[src/inc/lcd_cmd_pkg.sv]
package lcd_cmd_pkg;

    localparam logic [5:0] OFF_CMD = 6'h00;
    localparam logic [5:0] OFF_STATUS = 6'h04;
    localparam logic [5:0] OFF_SETTINGS = 6'h08;
    localparam logic [5:0] OFF_ICONS = 6'h0c;
    localparam logic [5:0] OFF_RAMRD = 6'h10;

    localparam int CMD_SEL_BIT = 8;

    localparam logic [3:0] NIB_TEST = 4'h0;
    localparam logic [3:0] NIB_HOME_SCROLL = 4'h1;
    localparam logic [3:0] NIB_BLINK_TALL = 4'h2;
    localparam logic [3:0] NIB_DISPLAY = 4'h3;
    localparam logic [3:0] NIB_POWER_SAVE = 4'h4;
    localparam logic [3:0] NIB_POWER_CTL = 4'h5;
    localparam logic [3:0] NIB_SYSTEM = 4'h6;

    localparam logic [6:0] HOME_ADDR = 7'h30;
    localparam logic [6:0] SYMBOL_END = 7'h10;
    localparam logic [6:0] CHAR_BASE = 7'h30;
    localparam logic [6:0] CHAR_LAST = 7'h6f;
    localparam logic [6:0] ICON_ON_LO = 7'h70;
    localparam logic [6:0] ICON_ON_HI = 7'h71;
    localparam logic [6:0] ICON_BLINK_LO = 7'h72;
    localparam logic [6:0] ICON_BLINK_HI = 7'h73;
    localparam logic [6:0] VOLUME_ADDR = 7'h74;

    localparam int CLK_HZ = 25_000_000;
    localparam int CLK_PERIOD_NS = 40;
    localparam int START_DELAY_NS = 1000;
    localparam int STARTUP_CYC = (START_DELAY_NS + CLK_PERIOD_NS - 1) / CLK_PERIOD_NS;
    localparam int CMD_EXEC_NS = 200;
    localparam int CMD_EXEC_CYC = (CMD_EXEC_NS + CLK_PERIOD_NS - 1) / CLK_PERIOD_NS;
    localparam int BLINK_PERIOD_MS = 750;
    localparam int BLINK_HALF_CYC = (CLK_HZ / 1000) * BLINK_PERIOD_MS / 2;
    localparam int BLINK_CNT_W = 24;

    typedef struct packed {
        logic [1:0] scroll_amount;
        logic [3:0] line_reverse_blink;
        logic [3:0] tall_line;
        logic cursor_show;
        logic cursor_blink;
        logic display_on;
        logic ext_bank_select;
        logic osc_run;
        logic low_power_save;
        logic strong_drive;
        logic regulator_on;
        logic follower_on;
        logic booster_on;
        logic internal_divider_sel;
        logic bias_sel;
        logic [1:0] divider_ratio;
        logic user_glyph_enable;
        logic com_right_shift;
        logic seg_reverse;
        logic [1:0] rom_bank;
        logic [4:0] volume;
    } ctrl_t;

    localparam ctrl_t CTRL_RST = '{internal_divider_sel: 1'b1, default: '0};

    typedef enum logic [1:0] {
        BUS_IDLE = 2'b01,
        BUS_ACK = 2'b10
    } bus_state_t;

endpackage

[src/core/lcd_cmd_ctrl.sv]
`timescale 1ns/1ps
module lcd_cmd_ctrl
    import lcd_cmd_pkg::*;
#(
    parameter int BLINK_HALF = BLINK_HALF_CYC
) (
    input wire logic CLOCK_I,
    input wire logic RST_N_I,
    input wire logic [5:0] AVS_ADDRESS_I,
    input wire logic AVS_READ_I,
    input wire logic AVS_WRITE_I,
    input wire logic [31:0] AVS_WRITEDATA_I,
    input wire logic [3:0] AVS_BYTEENABLE_I,
    output logic [31:0] AVS_READDATA_O,
    output logic AVS_WAITREQUEST_O,
    output ctrl_t CTRL_O,
    output logic LCD_SUPPLY_LEVEL_O,
    output logic SLEEP_O,
    output logic BLINK_PHASE_O,
    output logic [3:0] LINE_REVERSE_O,
    output logic [9:0] ICON_SEG_O,
    output logic [6:0] CURSOR_ADDR_O,
    output logic TEST_MODE_O
);

    bus_state_t state_r;
    logic waitreq_r;
    logic [31:0] readdata_r;
    logic [7:0] busy_r;
    ctrl_t ctrl_r;
    logic test_mode_r;
    logic [6:0] addr_r;
    logic glyph_area_r;
    logic last_base_r;
    logic [6:0] cursor_r;
    logic [9:0] icon_on_r;
    logic [9:0] icon_blink_r;
    logic [BLINK_CNT_W-1:0] blink_cnt_r;
    logic blink_phase_r;
    logic [7:0] char_ram [0:63];
    logic [7:0] glyph_ram [0:63];
    logic [7:0] symbol_ram [0:15];

    logic acc;
    logic wr_cmd;
    logic is_data;
    logic [7:0] byte_in;
    logic [3:0] nib;
    logic ext;
    logic tgt_char;
    logic tgt_symbol;
    logic [6:0] char_off;
    logic [6:0] addr_nxt;
    logic [7:0] ram_byte;
    logic [31:0] rd_nxt;
    logic cmd_addr;

    assign acc = (state_r == BUS_ACK);
    assign cmd_addr = (AVS_ADDRESS_I == OFF_CMD);
    // Master samples waitrequest low at the ACK edge, so the write lands there
    assign wr_cmd = acc && AVS_WRITE_I && cmd_addr && AVS_BYTEENABLE_I[0];
    assign is_data = AVS_WRITEDATA_I[CMD_SEL_BIT] && AVS_BYTEENABLE_I[1];
    assign byte_in = AVS_WRITEDATA_I[7:0];
    assign nib = byte_in[7:4];
    assign ext = ctrl_r.ext_bank_select;
    assign char_off = addr_r - CHAR_BASE;
    assign tgt_char = !glyph_area_r && (addr_r >= CHAR_BASE) && (addr_r <= CHAR_LAST);
    assign tgt_symbol = !glyph_area_r && (addr_r < SYMBOL_END);
    // Glyph area wraps inside its 64 bytes
    assign addr_nxt = glyph_area_r ? {1'b0, addr_r[5:0] + 6'h01} : addr_r + 7'h01;

    always_comb begin
        ram_byte = 8'h00;
        if (glyph_area_r) begin
            ram_byte = glyph_ram[addr_r[5:0]];
        end else if (tgt_char) begin
            ram_byte = char_ram[char_off[5:0]];
        end else if (tgt_symbol) begin
            ram_byte = symbol_ram[addr_r[3:0]];
        end
    end

    always_comb begin
        rd_nxt = 32'h0000_0000;
        if (AVS_ADDRESS_I == OFF_STATUS) begin
            rd_nxt = {18'h00000, ctrl_r.volume[4:3], busy_r != 8'h00, test_mode_r,
                      ctrl_r.low_power_save & ~ctrl_r.osc_run, last_base_r, glyph_area_r, addr_r};
        end else if (AVS_ADDRESS_I == OFF_SETTINGS) begin
            rd_nxt = ctrl_r[33:2];
        end else if (AVS_ADDRESS_I == OFF_ICONS) begin
            rd_nxt = {12'h000, icon_blink_r, icon_on_r};
        end else if (AVS_ADDRESS_I == OFF_RAMRD) begin
            rd_nxt = {24'h000000, ram_byte};
        end
    end

    // Bus handshake; command writes stall while the interpreter is busy
    always_ff @(posedge CLOCK_I) begin
        if (!RST_N_I) begin
            state_r <= BUS_IDLE;
            waitreq_r <= 1'b1;
            readdata_r <= 32'h0000_0000;
        end else begin
            case (state_r)
                BUS_IDLE: begin
                    if ((AVS_READ_I || AVS_WRITE_I) && !(AVS_WRITE_I && cmd_addr && busy_r != 8'h00)) begin
                        state_r <= BUS_ACK;
                        waitreq_r <= 1'b0;
                        readdata_r <= AVS_READ_I ? rd_nxt : 32'h0000_0000;
                    end
                end
                BUS_ACK: begin
                    state_r <= BUS_IDLE;
                    waitreq_r <= 1'b1;
                end
                default: begin
                    state_r <= BUS_IDLE;
                    waitreq_r <= 1'b1;
                end
            endcase
        end
    end

    // Startup hold after reset and per-command execution time
    always_ff @(posedge CLOCK_I) begin
        if (!RST_N_I) begin
            busy_r <= 8'(STARTUP_CYC);
        end else if (wr_cmd) begin
            busy_r <= 8'(CMD_EXEC_CYC);
        end else if (busy_r != 8'h00) begin
            busy_r <= busy_r - 8'h01;
        end
    end

    // Control settings; only defined bits of each command are looked at
    always_ff @(posedge CLOCK_I) begin
        if (!RST_N_I) begin
            ctrl_r <= CTRL_RST;
            test_mode_r <= 1'b0;
        end else if (wr_cmd) begin
            if (is_data) begin
                if (!glyph_area_r && addr_r == VOLUME_ADDR) begin
                    ctrl_r.volume <= byte_in[4:0];
                end
            end else begin
                case (nib)
                    NIB_TEST: begin
                        test_mode_r <= (byte_in[3:0] != 4'h0);
                    end
                    NIB_HOME_SCROLL: begin
                        if (ext) begin
                            ctrl_r.scroll_amount <= byte_in[1:0];
                        end else begin
                            ctrl_r.scroll_amount <= 2'b00;
                        end
                    end
                    NIB_BLINK_TALL: begin
                        if (ext) begin
                            ctrl_r.tall_line <= byte_in[3:0];
                        end else begin
                            ctrl_r.line_reverse_blink <= byte_in[3:0];
                        end
                    end
                    NIB_DISPLAY: begin
                        ctrl_r.cursor_show <= byte_in[3];
                        ctrl_r.cursor_blink <= byte_in[2];
                        ctrl_r.ext_bank_select <= byte_in[1];
                        ctrl_r.display_on <= byte_in[0];
                    end
                    NIB_POWER_SAVE: begin
                        ctrl_r.osc_run <= byte_in[1];
                        ctrl_r.low_power_save <= byte_in[0];
                    end
                    NIB_POWER_CTL: begin
                        if (ext) begin
                            ctrl_r.internal_divider_sel <= byte_in[3];
                            ctrl_r.bias_sel <= byte_in[2];
                            ctrl_r.divider_ratio <= byte_in[1:0];
                        end else begin
                            ctrl_r.strong_drive <= byte_in[3];
                            ctrl_r.regulator_on <= byte_in[2];
                            ctrl_r.follower_on <= byte_in[1];
                            ctrl_r.booster_on <= byte_in[0];
                        end
                    end
                    NIB_SYSTEM: begin
                        if (ext) begin
                            ctrl_r.seg_reverse <= byte_in[1];
                        end else begin
                            ctrl_r.rom_bank <= byte_in[3:2];
                            ctrl_r.com_right_shift <= byte_in[1];
                            ctrl_r.user_glyph_enable <= byte_in[0];
                        end
                    end
                    default: begin
                    end
                endcase
            end
        end
    end

    // Address counter, target area and cursor position
    always_ff @(posedge CLOCK_I) begin
        if (!RST_N_I) begin
            addr_r <= HOME_ADDR;
            glyph_area_r <= 1'b0;
            last_base_r <= 1'b1;
            cursor_r <= HOME_ADDR;
        end else if (wr_cmd) begin
            if (is_data) begin
                addr_r <= addr_nxt;
                cursor_r <= addr_nxt;
                last_base_r <= !glyph_area_r;
            end else if (byte_in[7]) begin
                // Glyph area holds only 64 bytes, so its address is six bits
                addr_r <= ext ? {1'b0, byte_in[5:0]} : byte_in[6:0];
                glyph_area_r <= ext;
                cursor_r <= ext ? {1'b0, byte_in[5:0]} : byte_in[6:0];
            end else if (nib == NIB_HOME_SCROLL && !ext) begin
                addr_r <= HOME_ADDR;
                glyph_area_r <= 1'b0;
                if (last_base_r) begin
                    cursor_r <= HOME_ADDR;
                end
            end
        end
    end

    // Static icon data; output keeps last state while oscillator is stopped
    always_ff @(posedge CLOCK_I) begin
        if (!RST_N_I) begin
            icon_on_r <= 10'h000;
            icon_blink_r <= 10'h000;
        end else if (wr_cmd && is_data && !glyph_area_r) begin
            if (addr_r == ICON_ON_LO) begin
                icon_on_r[7:0] <= byte_in;
            end else if (addr_r == ICON_ON_HI) begin
                icon_on_r[9:8] <= byte_in[1:0];
            end else if (addr_r == ICON_BLINK_LO) begin
                icon_blink_r[7:0] <= byte_in;
            end else if (addr_r == ICON_BLINK_HI) begin
                icon_blink_r[9:8] <= byte_in[1:0];
            end
        end
    end

    // RAM contents have no reset so they survive reset-free sleep cycles
    always_ff @(posedge CLOCK_I) begin
        if (wr_cmd && is_data) begin
            if (glyph_area_r) begin
                glyph_ram[addr_r[5:0]] <= byte_in;
            end else if (tgt_char) begin
                char_ram[char_off[5:0]] <= byte_in;
            end else if (tgt_symbol) begin
                symbol_ram[addr_r[3:0]] <= byte_in;
            end
        end
    end

    // Shared blink timebase for cursor, lines and icons; stops with oscillator
    always_ff @(posedge CLOCK_I) begin
        if (!RST_N_I) begin
            blink_cnt_r <= '0;
            blink_phase_r <= 1'b0;
        end else if (ctrl_r.osc_run) begin
            if (blink_cnt_r == BLINK_CNT_W'(BLINK_HALF - 1)) begin
                blink_cnt_r <= '0;
                blink_phase_r <= ~blink_phase_r;
            end else begin
                blink_cnt_r <= blink_cnt_r + 1'b1;
            end
        end
    end

    // Registered outputs
    always_ff @(posedge CLOCK_I) begin
        if (!RST_N_I) begin
            CTRL_O <= CTRL_RST;
            LCD_SUPPLY_LEVEL_O <= 1'b0;
            SLEEP_O <= 1'b0;
            BLINK_PHASE_O <= 1'b0;
            LINE_REVERSE_O <= 4'h0;
            ICON_SEG_O <= 10'h000;
            CURSOR_ADDR_O <= HOME_ADDR;
            TEST_MODE_O <= 1'b0;
        end else begin
            CTRL_O <= ctrl_r;
            LCD_SUPPLY_LEVEL_O <= ctrl_r.low_power_save;
            SLEEP_O <= ctrl_r.low_power_save & ~ctrl_r.osc_run;
            BLINK_PHASE_O <= blink_phase_r;
            LINE_REVERSE_O <= ctrl_r.low_power_save ? 4'h0 : ctrl_r.line_reverse_blink & {4{blink_phase_r}};
            if (ctrl_r.osc_run) begin
                ICON_SEG_O <= icon_on_r & ~(icon_blink_r & {10{blink_phase_r}});
            end
            CURSOR_ADDR_O <= cursor_r;
            TEST_MODE_O <= test_mode_r;
        end
    end

    assign AVS_READDATA_O = readdata_r;
    assign AVS_WAITREQUEST_O = waitreq_r;

endmodule

[config.mk]
export PLATFORM = sky130hd
export DESIGN_NAME = lcd_cmd_ctrl
export DESIGN_NICKNAME = d
export VERILOG_FILES = /design/src/inc/lcd_cmd_pkg.sv /design/src/core/lcd_cmd_ctrl.sv
export SDC_FILE = /design/constraint.sdc
export NUM_CORES = 1
export LEC_CHECK = 0
export BUFFER_PORTS_ARGS = -buffer_cell sky130_fd_sc_hd__buf_2
export CORE_UTILIZATION = 30
export CTS_CLUSTER_DIAMETER = 50
export DETAILED_ROUTE_END_ITERATION = 10
export SLEW_MARGIN = 20
export SYNTH_ARGS = -nofsm -noshare
export SYNTH_HDL_FRONTEND = slang
export SYNTH_SLANG_ARGS = --single-unit
[constraint.sdc]
create_clock -name CLOCK_I -period 4.65 [get_ports CLOCK_I]
set_input_delay 0.6975 -clock CLOCK_I [delete_from_list [all_inputs] [get_ports CLOCK_I]]
set_output_delay 0.6975 -clock CLOCK_I [all_outputs]
set_load 0.01 [all_outputs]
==> impl_metrics.ini <==
[worst_setup_path]
critPathKind = register to register
crit_path_start_kind = register
crit_start = addr_r[0]$_SDFFE_PN0P_
required_ns = 5.05
timing.rr.start = addr_r[0]$_SDFFE_PN0P_
cp_max_fo = 33
arrival_ns = 4.23
crit_path_end_kind = register

[synthesis]
ys_seq_area_frac = 0.7317
syn_nets = 3242
synth_top_family_by_area = multiplexers
netlist_area_sq_um = 52800
syn_avg_cell_area_sq_um = 16.57
synth_compound_area_frac = 0.06486
ys_ff_latch = 1354
post-synth-top-area-cell = edfxtp_1
synth_flop_cell = edfxtp_1
async_flop_share = 0
yosysWarnings = 0
syn_inst = 3186
synthMuxAreaShare = 0.1109
synth_edf_count = 1152
synth_cell_types = 78
synth_area_leaders = edfxtp_1, mux4_2, dfxtp_1
yosys.area.top_type_share = 0.6552
synth-simple-area-share = 0.06550
synth_xor_area_frac = 0.005474
synthAdderAreaFrac = 0.002370

[finish]
final_common_cell = edfxtp_1
drive_above_1_share = 0.2201
layout_common_cells = edfxtp_1, nor2_1, dfxtp_1
nFillCells = 16400
fin_area_sq_um = 61490
area_growth_pct = 16.45
nNetsFinal = 3480
post-route-util = 0.3526

[cts]
cts_setup_buffers = 0
path_clk_slew_ns = 0.06
clockBufferDepth = 3
cts_sinks = 1354
ctsHoldBuffers = 0
cts_tree = built
cts_made_buffers = 141
htree_levels = 4
cts_resized = 0
root_buffer = clkbuf_16
clk_latency_ns = 0.78

[power]
peakVddDrop_uv = 425.2
p_per_area_nw_per_um2 = 399.8
leakagePower_nw = 19.43

[timing]
rsz0062_at_grt = no
hold_viol_final = 0
max_slew_margin = 0.2690
finalSetupViolCount = 0
finalSetupTns_ns = 0
fmax_mhz = 260.8
setup_ws_ns = 0.8158
finClkSkew_ns = 0.02053
maxSlewViolCount = 0
worst_slew_pin_slew_ns = 1.096
finalCritPeriodShare = 0.8246
timing.final.crit_period_ns = 3.834
hold_ws_ns = 0.3328

[die]
coreArea_sq_um = 174400
initial_core_util = 0.3028
rows = 153
die_w_um = 421.5
die-area_sq_um = 177700
ios = 138
dieHeight_um = 421.5

[global_routing]
grt_util_all_layers = 0.1593
grt_max_degree = 115
grt_pass1_vias = 29760
grt_pass1_wl_um = 209600
antenna_found_initial = 2
grt_overflow = 0

[routing]
vias = 30060
viasPerCell = 5.125
ant_nets = 0
post_drt_wl_per_cell_um = 24.50
drt-initial-drc-count = 2974
drc = 0
dr.pass1.iters = 7
wl_um = 143700

[flow_run]
drv_cap = 0

[placement]
post-dp-hpwl_um = 91590
buffer_ports.inserted = 112
dpl_cell_area_sq_um = 56950
gp_congestion = 0.8887
place_ws_ns = 0.8255

[status]
outcome = completed

[worst_hold_path]
hp-class = input port to register
hold_start = AVS_WRITEDATA_I[0]
[per-layer routing]
layer  GRT usage  share of wire  vias to the layer above
met5           0       0.000090                        -
met4     0.05097          0.028                        2
met3     0.02721          0.070                      214
met2      0.2606           0.48                     1219
met1      0.2148           0.42                    15570
li1            -              -                    13060
[report_power, final]
group / internal (mW) / total, mW / switching, mW
combinational: 0.0459 / 0.339 / 0.293
sequential: 13.2 / 13.2 / 0.00529
clock: 6.31 / 11.1 / 4.77
total: 19.5 / 24.6 / 5.07
[final cells by class]
class                   count  area (sq um)  share of cell area
clock buffers             188          3872             0.06298
inverters                  16         61.31           0.0009971
clock inverters            70         655.6             0.01066
diodes                      1         2.502          0.00004070
well taps                2325          2909             0.04731
repair buffers            299          2153             0.03502
multi-input cells        1612         13170              0.2142
flip-flops and latches   1354         38660              0.6287
[flip-flops by register name (all words and copies together) (netlist names), 10 cells and up, named ones only]
| name | count |
|---|---|
| char_ram | 512 |
| icon_on_r | 10 |
| CTRL_O | 33 |
| symbol_ram | 128 |
| ICON_SEG_O | 10 |
| AVS_READDATA_O | 32 |
| icon_blink_r | 10 |
| ctrl_r | 33 |
| blink_cnt_r | 24 |
| glyph_ram | 512 |
[cell usage after synthesis (all sizes together) (21+ instances only)]
cell type  instances
a21oi            129
a221oi            64
a22o              34
a22oi             71
and2              54
buf               93
clkbuf           111
dfxtp            202
edfxtp          1152
mux2              56
mux2i            108
mux4             184
nand2            167
nand3             67
nor2             278
nor3              42
o21ai             59
xor2              21
[critical path: stages, from the launching register on]
cell and delay (ns):
dfxtp_4 0.49, inv_1 0.14, ha_1 0.30, nor3b_1 0.26, a221oi_1 0.14, or3_1 0.39, nor3_2 0.12, buf_4 0.25
nand3_1 0.53, nor2_1 0.82
[per-stage QoR]
stage	power, mW	std cells
after floorplan	13.51	3186
after global routing	25.20	5864
after global placement	13.75	5606
after CTS	24.73	5864
after detailed placement	13.76	5606
final	24.58	5865
[worst paths after layout]
check	slack (ns)	cells past startpoint	to
worst max-delay path	0.82	9	char_ram[52][5]$_DFFE_PP_
worst min-delay path	0.33	1	glyph_ram[37][0]$_DFFE_PP_
worst max register to register	0.82	9	char_ram[52][5]$_DFFE_PP_
worst min register to register	0.45	1	CTRL_O[1]$_SDFF_PN0_
[cells by family after synthesis]
family	after synthesis
flops	1354
compound gates	488
buf+inv	220
xor+xnor	33
mux	348
fa+ha+maj	10
simple gates	733
Power figures use the tool's default switching activity.
